--- config.mk ---
export PLATFORM = sky130hd
export DESIGN_NAME = wwdru_top
export DESIGN_NICKNAME = d
export VERILOG_FILES = /design/src/common/wwdru_pkg.sv /design/src/rtl/wwdru_top.sv /design/src/rtl/wwdru_tick_gen.sv /design/src/rtl/wwdru_backup.sv
export VERILOG_INCLUDE_DIRS = /design/src /design/src/common
export SDC_FILE = /design/constraint.sdc
export NUM_CORES = 1
export LEC_CHECK = 0
export BUFFER_PORTS_ARGS = -buffer_cell sky130_fd_sc_hd__buf_4
export CORE_ASPECT_RATIO = 0.8
export CORE_MARGIN = 5
export CORE_UTILIZATION = 60
export CTS_CLUSTER_DIAMETER = 30
export DETAILED_ROUTE_END_ITERATION = 8
export PLACE_DENSITY = 0.79
export SYNTH_ARGS = -nofsm -noshare
export SYNTH_HDL_FRONTEND = slang
export SYNTH_SLANG_ARGS = --single-unit
export TNS_END_PERCENT = 5
--- constraint.sdc ---
create_clock -name ref_clk -period 3.59 [get_ports ref_clk]
set_input_delay 0 -clock ref_clk [delete_from_list [all_inputs] [get_ports ref_clk]]
set_output_delay 0 -clock ref_clk [all_outputs]
set_load 0.01 [all_outputs]
--- src/common/wwdru_defs.svh ---
`ifndef WWDRU_DEFS_SVH
`define WWDRU_DEFS_SVH
// ****************************************************
// Register byte offsets.
// ****************************************************
`define WWDRU_OFS_CTL1 3'h0
`define WWDRU_OFS_CTL2 3'h1
`define WWDRU_OFS_CNT_HI 3'h2
`define WWDRU_OFS_CNT_LO 3'h3
`define WWDRU_OFS_TOV_HI 3'h4
`define WWDRU_OFS_TOV_LO 3'h5
`define WWDRU_OFS_WIN_HI 3'h6
`define WWDRU_OFS_WIN_LO 3'h7
// ****************************************************
// Field positions and writable masks.
// ****************************************************
`define WWDRU_C1_IRQ_FIRST 5
`define WWDRU_C1_PERMIT 4
`define WWDRU_C1_KEEP_DBG 2
`define WWDRU_C1_KEEP_WAIT 1
`define WWDRU_C1_KEEP_DEEP 0
`define WWDRU_C1_MASK 8'h37
`define WWDRU_C2_GUARD 7
`define WWDRU_C2_FLAG 6
`define WWDRU_C2_DIV 4
`define WWDRU_C2_MASK 8'h93
// ****************************************************
// Reset values and key words.
// ****************************************************
`define WWDRU_RST_CTL1 8'h00
`define WWDRU_RST_CTL2 8'h01
`define WWDRU_RST_TOV 16'h0004
`define WWDRU_RST_WIN 16'h0000
`define WWDRU_KEY_REF1 16'ha602
`define WWDRU_KEY_REF2 16'hb480
`define WWDRU_KEY_UNL1 16'hc520
`define WWDRU_KEY_UNL2 16'hd928
// ****************************************************
// Timing counts in bus clocks or half periods.
// ****************************************************
`define WWDRU_GAP_CYC 5'h10
`define WWDRU_CFG_CYC 8'h80
`define WWDRU_IRQ_DLY 8'h80
`define WWDRU_HOLD_HALF 3'h5
`endif

--- src/common/wwdru_pkg.sv ---
// ****************************************************
// Shared types of the supervisor timer.
// ****************************************************
package wwdru_pkg;
  // Tick source code; 0 is the bus clock.
  typedef logic [1:0] wwdru_src_t;
  // Progress through a two-word key sequence.
  typedef enum logic [1:0] {SEQ_IDLE, SEQ_REF1, SEQ_UNL1} wwdru_seq_e;
  // Phases of the zero hold after a source change.
  typedef enum logic [1:0] {HOLD_NONE, HOLD_OLD, HOLD_NEW} wwdru_hold_e;
endpackage

--- src/rtl/wwdru_top.sv ---
// Implementation choices: the address-and-strobe port and the register offsets.
`timescale 1ns/10ps
`include "wwdru_defs.svh"
// Supervisor timer with keyed refresh, write-once setup and unlock.
module wwdru_top (
  input wire logic ref_clk,
  input wire logic rst_n,
  input wire logic [2:0] reg_addr,
  input wire logic [7:0] reg_wdata,
  input wire logic reg_wr,
  input wire logic reg_rd,
  output logic [7:0] reg_rdata,
  input wire logic lpo_clk_in,
  input wire logic irc_clk_in,
  input wire logic ext_clk_in,
  input wire logic dbg_halt,
  input wire logic wait_mode,
  input wire logic deep_sleep_mode,
  output logic wdt_irq,
  output logic sys_reset_req
);
  import wwdru_pkg::*;
  // ****************************************************
  // State.
  // ****************************************************
  // All state of the top level in one record; the tick and backup submodules keep their own.
  typedef struct packed {
    logic [7:0] cs1; // Active control one.
    logic [7:0] cs2; // Active control two, flag bit unused.
    logic [15:0] tov; // Active timeout value.
    logic [15:0] early_refresh_guard; // Active window value.
    logic [7:0] p_cs1; // Pending copies written by software.
    logic [7:0] p_cs2;
    logic [15:0] p_tov;
    logic [15:0] p_win;
    logic [5:0] mask; // Pending field already written.
    logic cfg_open; // Configuration period running.
    logic [7:0] cfg_cnt; // Bus clocks into that period.
    logic unl; // Period was opened by an unlock.
    logic [7:0] hi; // Latched high byte of a count write.
    wwdru_seq_e seq; // Key sequence progress.
    logic [4:0] gap; // Bus clocks since the first word.
    logic [15:0] cnt; // The counter.
    wwdru_hold_e hold; // Zero hold phase.
    logic [2:0] hold_cnt; // Half periods in the phase.
    wwdru_src_t old_src; // Source before the change.
    logic flag; // Interrupt flag.
    logic pend; // Reset is being delayed.
    logic [7:0] dly; // Bus clocks of delay so far.
    logic irq; // Registered interrupt line.
    logic rst; // Registered reset request.
    logic [7:0] rdata; // Registered read data.
  } wwdru_top_s;
  wwdru_top_s st_r;
  wwdru_top_s st_nxt;
  // ****************************************************
  // Helpers.
  // ****************************************************
  // Mode gating: halt and deep sleep also need a non-bus source.
  function automatic logic run_ok(input logic [7:0] c1,
                                  input wwdru_src_t src,
                                  input logic dbg, input logic wt,
                                  input logic dp);
    logic nb;
    nb = (src != 2'h0);
    run_ok = !(dbg && !(c1[`WWDRU_C1_KEEP_DBG] && nb)) &&
             !(wt && !c1[`WWDRU_C1_KEEP_WAIT]) &&
             !(dp && !(c1[`WWDRU_C1_KEEP_DEEP] && nb));
  endfunction
  logic lo_wr; // Low byte of the count pair written.
  logic [15:0] word; // Full word of that write.
  logic evt; // Reset-triggering event this cycle.
  logic refresh; // Completed refresh this cycle.
  logic ovf; // Counter reached the timeout value.
  logic run; // Counter may advance.
  logic complete; // Pending configuration written, the window pair only when the guard is on.
  logic tick; // Prescaled tick of the selected source.
  logic half; // Undivided half period of that source.
  logic bkp_rst; // Backup logic demands a reset.
  wwdru_src_t cur_src;
  wwdru_src_t tick_sel;
  assign lo_wr = reg_wr && (reg_addr == `WWDRU_OFS_CNT_LO);
  assign word = {st_r.hi, reg_wdata};
  assign cur_src = st_r.cs2[1:0];
  // During the first hold phase the old source keeps ticking.
  assign tick_sel = (st_r.hold == HOLD_OLD) ? st_r.old_src : cur_src;
  assign run = run_ok(st_r.cs1, cur_src, dbg_halt, wait_mode,
                      deep_sleep_mode);
  // The window pair only counts when the guard is on.
  assign complete = (&st_r.mask[3:0]) && ((&st_r.mask[5:4]) ||
                    !st_r.p_cs2[`WWDRU_C2_GUARD]);
  // ****************************************************
  // Submodules.
  // ****************************************************
  // Tick source selection and prescaler.
  wwdru_tick_gen #(.DIV_W(8)) u_tick (
    .ref_clk(ref_clk),
    .rst_n(rst_n),
    .lpo_clk_in(lpo_clk_in),
    .irc_clk_in(irc_clk_in),
    .ext_clk_in(ext_clk_in),
    .tick_sel(tick_sel),
    .div_en(st_r.cs2[`WWDRU_C2_DIV]),
    .tick(tick),
    .half(half)
  );
  // Backup overflow watcher, only armed off the bus clock.
  wwdru_backup u_bkp (
    .ref_clk(ref_clk),
    .rst_n(rst_n),
    .bkp_en(cur_src != 2'h0),
    .ovf(ovf),
    .clr(refresh),
    .bkp_rst(bkp_rst)
  );
  // ****************************************************
  // Next state.
  // ****************************************************
  // The top-level behaviour is worked out here from the current state; ticks and the backup reset come from submodules.
  always_comb begin
    st_nxt = st_r;
    evt = 1'b0;
    refresh = 1'b0;
    ovf = 1'b0;
    st_nxt.rdata = 8'h00;
    // Read data stands for one cycle only.
    if (reg_rd) begin
      case (reg_addr)
        `WWDRU_OFS_CTL1: st_nxt.rdata = st_r.cs1;
        `WWDRU_OFS_CTL2: begin
          st_nxt.rdata = st_r.cs2;
          st_nxt.rdata[`WWDRU_C2_FLAG] = st_r.flag;
        end
        `WWDRU_OFS_CNT_HI: st_nxt.rdata = st_r.cnt[15:8];
        `WWDRU_OFS_CNT_LO: st_nxt.rdata = st_r.cnt[7:0];
        `WWDRU_OFS_TOV_HI: st_nxt.rdata = st_r.tov[15:8];
        `WWDRU_OFS_TOV_LO: st_nxt.rdata = st_r.tov[7:0];
        `WWDRU_OFS_WIN_HI: st_nxt.rdata = st_r.early_refresh_guard[15:8];
        `WWDRU_OFS_WIN_LO: st_nxt.rdata = st_r.early_refresh_guard[7:0];
        default: st_nxt.rdata = 8'h00;
      endcase
    end
    // The high byte waits until the low byte completes the word.
    if (reg_wr && (reg_addr == `WWDRU_OFS_CNT_HI)) begin
      st_nxt.hi = reg_wdata;
    end
    if (st_r.seq != SEQ_IDLE) begin
      st_nxt.gap = st_r.gap + 5'h01;
    end
    // Key sequences on the count pair.
    if (lo_wr) begin
      st_nxt.seq = SEQ_IDLE;
      case (st_r.seq)
        SEQ_IDLE: begin
          if (word == `WWDRU_KEY_REF1) begin
            if (st_r.cs2[`WWDRU_C2_GUARD] && (st_r.cnt < st_r.early_refresh_guard)) begin
              evt = 1'b1;
            end else begin
              st_nxt.seq = SEQ_REF1;
              st_nxt.gap = 5'h01;
            end
          end else if ((word == `WWDRU_KEY_UNL1) && !st_r.cfg_open &&
                       st_r.cs1[`WWDRU_C1_PERMIT]) begin
            st_nxt.seq = SEQ_UNL1;
            st_nxt.gap = 5'h01;
          end else begin
            evt = 1'b1;
          end
        end
        SEQ_REF1: begin
          if (word == `WWDRU_KEY_REF2) begin
            refresh = 1'b1;
          end else begin
            evt = 1'b1;
          end
        end
        SEQ_UNL1: begin
          if (word == `WWDRU_KEY_UNL2) begin
            // Reopen the setup period with the active values pending.
            st_nxt.cfg_open = 1'b1;
            st_nxt.cfg_cnt = 8'h00;
            st_nxt.unl = 1'b1;
            st_nxt.mask = 6'h00;
            st_nxt.p_cs1 = st_r.cs1;
            st_nxt.p_cs2 = st_r.cs2;
            st_nxt.p_tov = st_r.tov;
            st_nxt.p_win = st_r.early_refresh_guard;
          end else begin
            evt = 1'b1;
          end
        end
        default: evt = 1'b1;
      endcase
    end else if ((st_r.seq != SEQ_IDLE) && (st_r.gap == `WWDRU_GAP_CYC)) begin
      // The second word did not come in time.
      st_nxt.seq = SEQ_IDLE;
      evt = 1'b1;
    end
    // Write-once pending fields while the setup period runs.
    if (reg_wr && st_r.cfg_open) begin
      case (reg_addr)
        `WWDRU_OFS_CTL1: if (!st_r.mask[0]) begin
          st_nxt.p_cs1 = reg_wdata & `WWDRU_C1_MASK;
          st_nxt.mask[0] = 1'b1;
        end
        `WWDRU_OFS_CTL2: if (!st_r.mask[1]) begin
          st_nxt.p_cs2 = reg_wdata & `WWDRU_C2_MASK & 8'hbf;
          st_nxt.mask[1] = 1'b1;
        end
        `WWDRU_OFS_TOV_HI: if (!st_r.mask[2]) begin
          st_nxt.p_tov[15:8] = reg_wdata;
          st_nxt.mask[2] = 1'b1;
        end
        `WWDRU_OFS_TOV_LO: if (!st_r.mask[3]) begin
          st_nxt.p_tov[7:0] = reg_wdata;
          st_nxt.mask[3] = 1'b1;
        end
        `WWDRU_OFS_WIN_HI: if (!st_r.mask[4]) begin
          st_nxt.p_win[15:8] = reg_wdata;
          st_nxt.mask[4] = 1'b1;
        end
        `WWDRU_OFS_WIN_LO: if (!st_r.mask[5]) begin
          st_nxt.p_win[7:0] = reg_wdata;
          st_nxt.mask[5] = 1'b1;
        end
        default: st_nxt.mask = st_nxt.mask;
      endcase
    end
    // Writing one to the flag clears it; a new event still sets it.
    if (reg_wr && (reg_addr == `WWDRU_OFS_CTL2) &&
        reg_wdata[`WWDRU_C2_FLAG]) begin
      st_nxt.flag = 1'b0;
    end
    // Setup period: apply at its end only if the control and timeout fields, and the window pair when the guard is on, were written.
    if (st_r.cfg_open) begin
      st_nxt.cfg_cnt = st_r.cfg_cnt + 8'h01;
      if (st_r.cfg_cnt == (`WWDRU_CFG_CYC - 8'h01)) begin
        st_nxt.cfg_open = 1'b0;
        st_nxt.unl = 1'b0;
        if (complete) begin
          st_nxt.cs1 = st_r.p_cs1;
          st_nxt.cs2 = st_r.p_cs2;
          st_nxt.tov = st_r.p_tov;
          st_nxt.early_refresh_guard = st_r.p_win;
          if (st_r.p_cs2[1:0] != cur_src) begin
            st_nxt.hold = HOLD_OLD;
            st_nxt.hold_cnt = 3'h0;
            st_nxt.old_src = cur_src;
            st_nxt.cnt = 16'h0000;
          end
        end else if (st_r.unl) begin
          st_nxt.rst = 1'b1;
        end
      end
    end
    // Counter: zero hold, refresh, timeout compare, or advance.
    if (st_r.hold != HOLD_NONE) begin
      st_nxt.cnt = 16'h0000;
      if (half) begin
        st_nxt.hold_cnt = st_r.hold_cnt + 3'h1;
        if (st_r.hold_cnt == (`WWDRU_HOLD_HALF - 3'h1)) begin
          st_nxt.hold_cnt = 3'h0;
          st_nxt.hold = (st_r.hold == HOLD_OLD) ? HOLD_NEW : HOLD_NONE;
        end
      end
    end else if (refresh) begin
      st_nxt.cnt = 16'h0000;
    end else if (run && (st_r.cnt >= st_r.tov)) begin
      // Compared every running cycle; clearing to zero lets a second overflow show.
      ovf = 1'b1;
      evt = 1'b1;
      st_nxt.cnt = 16'h0000;
    end else if (run && tick) begin
      st_nxt.cnt = st_r.cnt + 16'h0001;
    end
    // A reset-triggering event: interrupt first, or reset now.
    if (evt && !st_r.pend && !st_r.rst) begin
      if (st_r.cs1[`WWDRU_C1_IRQ_FIRST]) begin
        st_nxt.pend = 1'b1;
        st_nxt.dly = 8'h00;
        st_nxt.flag = 1'b1;
      end else begin
        st_nxt.rst = 1'b1;
      end
    end
    if (st_r.pend) begin
      st_nxt.dly = st_r.dly + 8'h01;
      if (st_r.dly == (`WWDRU_IRQ_DLY - 8'h01)) begin
        st_nxt.rst = 1'b1;
      end
    end
    if (bkp_rst) begin
      st_nxt.rst = 1'b1;
    end
    // The interrupt line stays quiet in deep sleep.
    st_nxt.irq = st_nxt.flag && st_r.cs1[`WWDRU_C1_IRQ_FIRST] &&
                 !deep_sleep_mode;
  end
  // ****************************************************
  // State register.
  // ****************************************************
  // Reset brings back the default setup and opens the setup period.
  always_ff @(posedge ref_clk) begin
    if (!rst_n) begin
      st_r <= '0;
      st_r.cs1 <= `WWDRU_RST_CTL1;
      st_r.cs2 <= `WWDRU_RST_CTL2;
      st_r.tov <= `WWDRU_RST_TOV;
      st_r.early_refresh_guard <= `WWDRU_RST_WIN;
      st_r.p_cs1 <= `WWDRU_RST_CTL1;
      st_r.p_cs2 <= `WWDRU_RST_CTL2;
      st_r.p_tov <= `WWDRU_RST_TOV;
      st_r.p_win <= `WWDRU_RST_WIN;
      st_r.cfg_open <= 1'b1;
      st_r.seq <= SEQ_IDLE;
      st_r.hold <= HOLD_NONE;
    end else begin
      st_r <= st_nxt;
    end
  end
  assign reg_rdata = st_r.rdata;
  assign wdt_irq = st_r.irq;
  assign sys_reset_req = st_r.rst;
  // ****************************************************
  // Checks.
  // ****************************************************
  AST_REFRESH_ZERO: assert property (@(posedge ref_clk) disable iff (!rst_n)
    (refresh && st_r.hold == HOLD_NONE) |=> st_r.cnt == 16'h0000)
    else $error("Refresh did not zero the counter.");
  AST_GAP_LATE: assert property (@(posedge ref_clk) disable iff (!rst_n)
    (st_r.seq == SEQ_REF1 && st_r.gap == 5'h10 && !lo_wr)
    |-> ##[1:130] sys_reset_req)
    else $error("Late second refresh word gave no reset.");
  AST_WRITE_ONCE: assert property (@(posedge ref_clk) disable iff (!rst_n)
    (st_r.mask[0] && reg_wr && reg_addr == `WWDRU_OFS_CTL1)
    |=> $stable(st_r.p_cs1))
    else $error("Control one changed on a second write.");
  AST_IRQ_DELAY: assert property (@(posedge ref_clk) disable iff (!rst_n)
    ($rose(st_r.pend) && !sys_reset_req && !bkp_rst)
    |-> ##1 !sys_reset_req ##127 sys_reset_req)
    else $error("Delayed reset not at 128 bus clocks.");
  AST_NO_DELAY: assert property (@(posedge ref_clk) disable iff (!rst_n)
    (evt && !st_r.cs1[`WWDRU_C1_IRQ_FIRST] && !st_r.pend)
    |=> sys_reset_req && !wdt_irq)
    else $error("Event without irq first did not reset at once.");
  AST_DEEP_NO_IRQ: assert property (@(posedge ref_clk) disable iff (!rst_n)
    deep_sleep_mode |=> !wdt_irq)
    else $error("Interrupt raised in deep sleep.");
  AST_TIMEOUT: assert property (@(posedge ref_clk) disable iff (!rst_n)
    (ovf && !st_r.pend && !st_r.rst)
    |=> (st_r.cnt == 16'h0000) && (st_r.pend || sys_reset_req))
    else $error("Timeout match not acted on.");
  AST_CFG_HOLD: assert property (@(posedge ref_clk) disable iff (!rst_n)
    (st_r.hold != HOLD_NONE) |-> st_r.cnt == 16'h0000)
    else $error("Counter moved during the zero hold.");
  AST_UNLOCK_LIMIT: assert property (@(posedge ref_clk) disable iff (!rst_n)
    (st_r.cfg_open && st_r.unl && st_r.cfg_cnt == 8'h7f && !complete)
    |=> sys_reset_req)
    else $error("Unconfigured unlock did not reset.");
endmodule

--- src/rtl/wwdru_tick_gen.sv ---
`timescale 1ns/10ps
// Selects a tick source, detects its edges and prescales it.
module wwdru_tick_gen #(
  parameter int DIV_W = 8
) (
  input wire logic ref_clk,
  input wire logic rst_n,
  input wire logic lpo_clk_in,
  input wire logic irc_clk_in,
  input wire logic ext_clk_in,
  input wire wwdru_pkg::wwdru_src_t tick_sel,
  input wire logic div_en,
  output logic tick,
  output logic half
);
  import wwdru_pkg::*;
  // Last source levels and the prescaler count.
  typedef struct packed {
    logic [2:0] lvl;
    logic [DIV_W-1:0] pre;
  } wwdru_tick_s;
  wwdru_tick_s st_r;
  wwdru_tick_s st_nxt;
  logic [2:0] lvl;
  logic raw;
  // Rising edge gives a full period, any edge a half period.
  always_comb begin
    lvl = {ext_clk_in, irc_clk_in, lpo_clk_in};
    st_nxt = st_r;
    st_nxt.lvl = lvl;
    raw = 1'b1;
    half = 1'b1;
    if (tick_sel != 2'h0) begin
      raw = lvl[tick_sel - 2'h1] & ~st_r.lvl[tick_sel - 2'h1];
      half = lvl[tick_sel - 2'h1] ^ st_r.lvl[tick_sel - 2'h1];
    end
    if (raw) begin
      st_nxt.pre = st_r.pre + {{(DIV_W-1){1'b0}}, 1'b1};
    end
    // Only the last edge of each 256 passes when dividing.
    tick = div_en ? (raw & (&st_r.pre)) : raw;
  end
  // State register.
  always_ff @(posedge ref_clk) begin
    if (!rst_n) begin
      st_r <= '0;
    end else begin
      st_r <= st_nxt;
    end
  end
endmodule

--- src/rtl/wwdru_backup.sv ---
`timescale 1ns/10ps
// Independent overflow watcher; it keeps no link to the main state.
module wwdru_backup (
  input wire logic ref_clk,
  input wire logic rst_n,
  input wire logic bkp_en,
  input wire logic ovf,
  input wire logic clr,
  output logic bkp_rst
);
  import wwdru_pkg::*;
  // One overflow seen, and the fire bit.
  typedef struct packed {
    logic seen;
    logic fire;
  } wwdru_bkp_s;
  wwdru_bkp_s st_r;
  wwdru_bkp_s st_nxt;
  // A refresh forgets the first overflow; a second one fires.
  always_comb begin
    st_nxt = st_r;
    if (clr) begin
      st_nxt.seen = 1'b0;
    end
    if (bkp_en && ovf) begin
      st_nxt.seen = 1'b1;
      st_nxt.fire = st_r.fire | st_r.seen;
    end
    bkp_rst = st_r.fire;
  end
  // State register.
  always_ff @(posedge ref_clk) begin
    if (!rst_n) begin
      st_r <= '0;
    end else begin
      st_r <= st_nxt;
    end
  end
endmodule

==> After elaboration in Yosys (flattened, before gate mapping) <==
Index checks and enable logic that the tools add are counted.
{ "totals": {"in_bits": 21, "ff_bits": 183} }
{ "classes": {"muxes": 88, "eq_ne": 19, "order_cmp": 3, "n_reduce_logical": 64, "n_addsub": 7, "n_bitwise": 6} }
{ "op_table": {"columns": ["cell", "n"], "rows": [
  ["two-way mux 64 bit", 3],
  ["two-way mux 8 bit", 12],
  ["two-way mux 23 bit", 4],
  ["== test 16 bit, second input constant", 4],
  ["one-hot mux 8 bit (8 select lines)", 1],
  ["two-way mux 54 bit", 1],
  ["two-way mux 1 bit", 45],
  ["two-way mux 10 bit", 3],
  ["nonzero test 2 bit", 15],
  ["two-way mux 5 bit", 5],
  ["adder 8 x 1 -> 8 bit, second input constant", 3],
  ["logical AND 1 bit", 24],
  ["two-way mux 7 bit", 3],
  ["adder 16 x 1 -> 16 bit, second input constant", 1],
  ["== test 8 x 7 -> 1 bit, second input constant", 2],
  [">= comparator 16 bit", 1],
  ["less-than comparator 16 bit", 1],
  ["two-way mux 16 bit", 1],
  ["== test 3 bit, second input constant", 5],
  ["AND reduction 4 bit", 3],
  ["logical NOT 1 bit", 11],
  ["two-way mux 2 bit", 5],
  ["two-way mux 9 bit", 1],
  ["AND reduction 2 bit", 4],
  ["23 further kinds", 29]
]} }

==> Logic depth before layout (Yosys ltp) <==
{ "logic_depth": {"word_depth": 17, "depth_mapped": 15, "ltp_nobuf": 14} }

==> By module <==
Synthesis repeated with hierarchy kept, for this count alone.
{ "hier_totals": {"cells_unflattened": 1143, "hier_area_um2": 9405.3} }
{ "modules_own_cells": {"columns": ["mod", "cells_per_inst", "instances", "area_each_um2"], "rows": [
  ["wwdru_top", 1075, 1, 8792.2],
  ["wwdru_tick_gen", 60, 1, 543.0],
  ["wwdru_backup", 8, 1, 70.1]
]} }

==> Worst setup path after synthesis <==
No wires, ideal clock.
{ "synth_timing": {"path_type": "reg2reg", "from": "reg st_r[25] in the netlist's numbering", "to": "reg st_r[42] in the netlist's numbering", "required_ps": 3468, "arrival_ps": 3153, "slack_ps": 315, "path_stages_with_launch": 16, "path_buffers": 2, "period_less_slack_ps": 3275, "path_cell_list": "dfxtp_1 -> inv_1 -> nor2_1 -> mux2i_1 -> ha_1 -> nor3b_1 -> a21oi_1 -> ha_1 -> o2111ai_1 -> nor4_1 -> o21ai_0 -> clkbuf_1 -> clkbuf_1 -> nor3b_1 -> a21oi_1 -> nor2_1"} }
{ "synth_via": {"elab_chain_cells": 13, "elab_cells_between_ends": 22} }
{ "synth_rtl": {"columns": ["element", "line", "rtl"], "rows": [
  ["start, declared", "wwdru_top.sv:54", "wwdru_top_s st_r;"],
  ["start signal, assigned", "wwdru_top.sv:318", "st_r <= st_nxt;"],
  ["== test 2 x 1 -> 1 bit", "wwdru_top.sv:86", "assign tick_sel = (st_r.hold == HOLD_OLD) ? st_r.old_src : cur_src;"],
  ["two-way mux 2 bit", "wwdru_top.sv:86", null],
  ["subtractor 2 x 1 -> 2 bit", "wwdru_tick_gen.sv:34", "raw = lvl[tick_sel - 2'h1] & ~st_r.lvl[tick_sel - 2'h1];"],
  ["binary-select mux 1 bit (select 2 bit)", "wwdru_tick_gen.sv:34", null],
  ["two-way mux 1 bit (implied by the code)", "wwdru_tick_gen.sv:34", null],
  ["inverter 1 bit", "wwdru_tick_gen.sv:34", null],
  ["bitwise AND 1 bit", "wwdru_tick_gen.sv:34", null],
  ["two-way mux 1 bit", "wwdru_tick_gen.sv:33", "if (tick_sel != 2'h0) begin"],
  ["bitwise AND 1 bit", "wwdru_tick_gen.sv:41", "tick = div_en ? (raw & (&st_r.pre)) : raw;"],
  ["two-way mux 1 bit", "wwdru_tick_gen.sv:41", null],
  ["logical AND 1 bit", "wwdru_top.sv:273", "end else if (run && tick) begin"],
  ["nonzero test 2 bit (no source line)", null, null],
  ["AND reduction 4 bit (no source line)", null, null]
]} }
Parallel ways exist; a longest one is shown, timed or not. The select of a mux whose other input is x is not followed.
A chain may end at the register's enable or synchronous reset.

==> Worst setup path in the final report <==
{ "layout_timing": {"from": "reg st_r[25] in the netlist's numbering", "to": "reg st_r[41] in the netlist's numbering"} }
Same word-level chain as after synthesis.

==> impl_metrics.py <==
metrics = {
    "floorplanning": {
        "rows": 40,
        "die_w_microns": 148,
        "io_pins": 31,
        "die_area_sq_mm": 0.0177,
        "core_sq_mm": 0.0150,
        "initial_core_util_pct": 60.7,
        "die_y_microns": 120,
    },
    "timing": {
        "worstMarginPinSlew_ns": 0.833,
        "slew_violations": 0,
        "fin_skew_ns": 0.00896,
        "min_period_over_period_pct": 94.7,
        "timing.fmax_mhz": 294,
        "final-hold-violation-count": 0,
        "slew-limit-headroom_pct": 44.3,
        "layout_setup_ws_ns": 0.190,
        "fin_crit_ns": 3.40,
        "setup_viol": 0,
    },
    "synthesis": {
        "ys_seq_area_share_pct": 39.9,
        "async_flop_share_pct": 0,
        "ys_types": 65,
        "netlist_area_sq_mm": 0.00909,
        "syn_nets": 1168,
        "synth.avg_cell_area_sq_um": 8.22,
        "syn_inst": 1106,
        "synth_edf_count": 0,
        "ys_seq_elements": 181,
        "synth_warnings": 0,
        "ys.flop_type": "dfxtp_1",
    },
    "clock_tree": {
        "numCtsBuffers": 17,
        "cts.path.max_buffers": 2,
        "clkTransAtPathRegs_ns": 0.07,
        "htreeDepth": 4,
        "clkLatencyLatePin_ns": 0.44,
        "root_buffer": "clkbuf_16",
        "cts_tree": "done",
        "cts_sinks": 181,
    },
    "global_route": {
        "grt_pass1_vias": 7399,
        "grt_overflow": 0,
        "grt_max_degree": 58,
        "track_usage_pct": 27.4,
        "grt_antenna_before_repair": 0,
        "grt_pass1_wl_mm": 38.8,
    },
    "route": {
        "dr.pass1.iters": 7,
        "finalWirelength_mm": 24.2,
        "ant_nets": 0,
        "drt-initial-drc-count": 1039,
        "via_per_inst": 6.21,
        "dr_total_vias": 8179,
        "drc": 0,
        "routedWlPerCell_microns": 18.4,
    },
    "placed_design": {
        "gp_congestion": 0.944,
        "io_buffers": 30,
        "numPlacedInstances": 1268,
        "place_hpwl_mm": 15.8,
        "post-place-ws_ns": -0.0717,
    },
    "pwr": {
        "power_frac_comb_pct": 4.7,
        "irDropWorstVdd_uv": 354,
        "p_switching_mw": 0.981,
        "p_int_mw": 3.28,
        "power_density_mw_per_mm2": 419,
        "p_leak_nw": 3.87,
        "p_clk_share_pct": 47.1,
        "p_sw_share_pct": 23.0,
        "pwr-share-seq_pct": 48.2,
    },
    "setup_path": {
        "cp-start-kind": "register",
        "path_class": "reg2reg",
        "endpoint_kind": "register",
        "cp.arrival_ns": 3.75,
        "required_ns": 3.94,
        "cp_max_fo": 11,
    },
    "run": {
        "max-cap-violations": 0,
    },
    "finish": {
        "final_cell_mix": "181 x dfxtp_1, 180 x nand2_1, 120 x nor2_1",
        "drive_gt1_share_pct": 10.3,
        "fin_nets": 1177,
        "area_growth_pct": 12.0,
        "fin_cells": 1317,
        "antenna_cells": 0,
        "final_common_cell": "dfxtp_1",
    },
    "outcome": {
        "outcome": "complete, no violations",
    },
    "worst_hold_path": {
        "hold_class": "in2reg",
    },
}
-- stage by stage --
step,hold WS [ns],util (%),setup TNS [ns],total power [mW],area [sq um]
after floorplan,0.122,-,0,2.22,9090
after global placement,0.211,62.6,0,2.28,9370
after detailed placement,0.215,62.6,-0.642,2.28,9370
after CTS,0.0125,67.7,0,4.28,10100
after global routing,0.0354,68.0,-0.0236,4.39,10200
final,0.0258,68.0,0,4.27,10200
-- Yosys cell counts (17+ instances only) --
library cell | n | area share, %
clkbuf_1 | 52 | 2.1
a21oi_1 | 105 | 5.8
ha_1 | 41 | 5.6
mux2i_1 | 48 | 5.3
nor2_1 | 121 | 5.0
nand3_1 | 17 | 0.94
a211oi_1 | 35 | 2.9
inv_1 | 50 | 2.1
nand2_1 | 181 | 7.5
nor3_1 | 18 | 0.99
dfxtp_1 | 181 | 40
o21ai_0 | 42 | 2.3
-- worst max-delay path: stages (launching register included) --
cell and delay [ns]:
dfxtp_1 0.38, inv_1 0.10, nor2_2 0.19, mux2i_2 0.39
ha_1 0.33, o21ai_0 0.22, ha_2 0.27, o2111ai_2 0.18
nor4_2 0.29, o21ai_2 0.09, buf_4 0.19, buf_4 0.17
or3_1 0.35, a21oi_1 0.15
-- kinds of logic (layout without fill, tap and decap cells) --
| family | count (synthesis) | in the layout | synth area share (%) |
|---|---|---|---|
| and+or+nand+nor | 436 | 436 | 22.3 |
| AOI/OAI and AO/OA | 247 | 247 | 16.8 |
| DFF | 181 | 181 | 39.9 |
| buffers and inverters | 126 | 148 | 5.66 |
| muxes | 62 | 62 | 8.51 |
| adders and majority gates | 41 | 41 | 5.64 |
| xor gates and xnor gates | 13 | 13 | 1.25 |
-- metal layers --
layer	track usage [%]	routed length (microns)
met1	40.7	11000
met2	39.3	10100
met3	6.95	2650
met4	7.74	465
met5	0	0
-- power by group through the flow --
stage          clock (mW)  sequential [mW]  combinational [mW]
4_1_cts              2.03             2.06               0.194
3_5_place_dp            0             2.10               0.182
5_1_grt              2.11             2.06               0.218
6_report             2.01             2.06               0.199
3_3_place_gp            0             2.10               0.180
2_1_floorplan           0             2.10               0.125
-- sequential cells by signal, summed over array words and instances, names as in the netlist --
register,cells
cur_src,2
reg_rdata,8
st_r,156
sys_reset_req,1
u_bkp.bkp_rst,1
u_bkp.st_r,1
u_tick.st_r,11
wdt_irq,1
-- timing repair --
action / 4_1_cts / 5_1_grt
hold endpoints to repair: 58 / 0
pin swaps: 0 / 1
buffers inserted: 0 / 4
hold buffers: 13 / 0
endpoints found under the setup margin: 12 / 15
gates resized for setup: 1 / 6
-- final timing paths --
| path | startpoint | endpoint | slack (ns) | cells after the start |
|---|---|---|---|---|
| setup / recovery | st_r[25] | st_r[41] | 0.19 | 13 |
| hold / removal | reg_rd | reg_rdata[3] | 0.03 | 3 |
| setup reg to reg | st_r[25] | st_r[41] | 0.19 | 13 |
| hold reg to reg | st_r[81] | st_r[129] | 0.45 | 2 |
-- layout make-up --
type	instances	area, sq um
multi-input cells	799	4980
flip-flops and latches	181	3620
repair buffers	65	520
fillers	1163	4780
clock inverters	14	195
well taps	189	236
clock buffers	18	429
inverters	51	193
(Power assumes the default switching activity.)
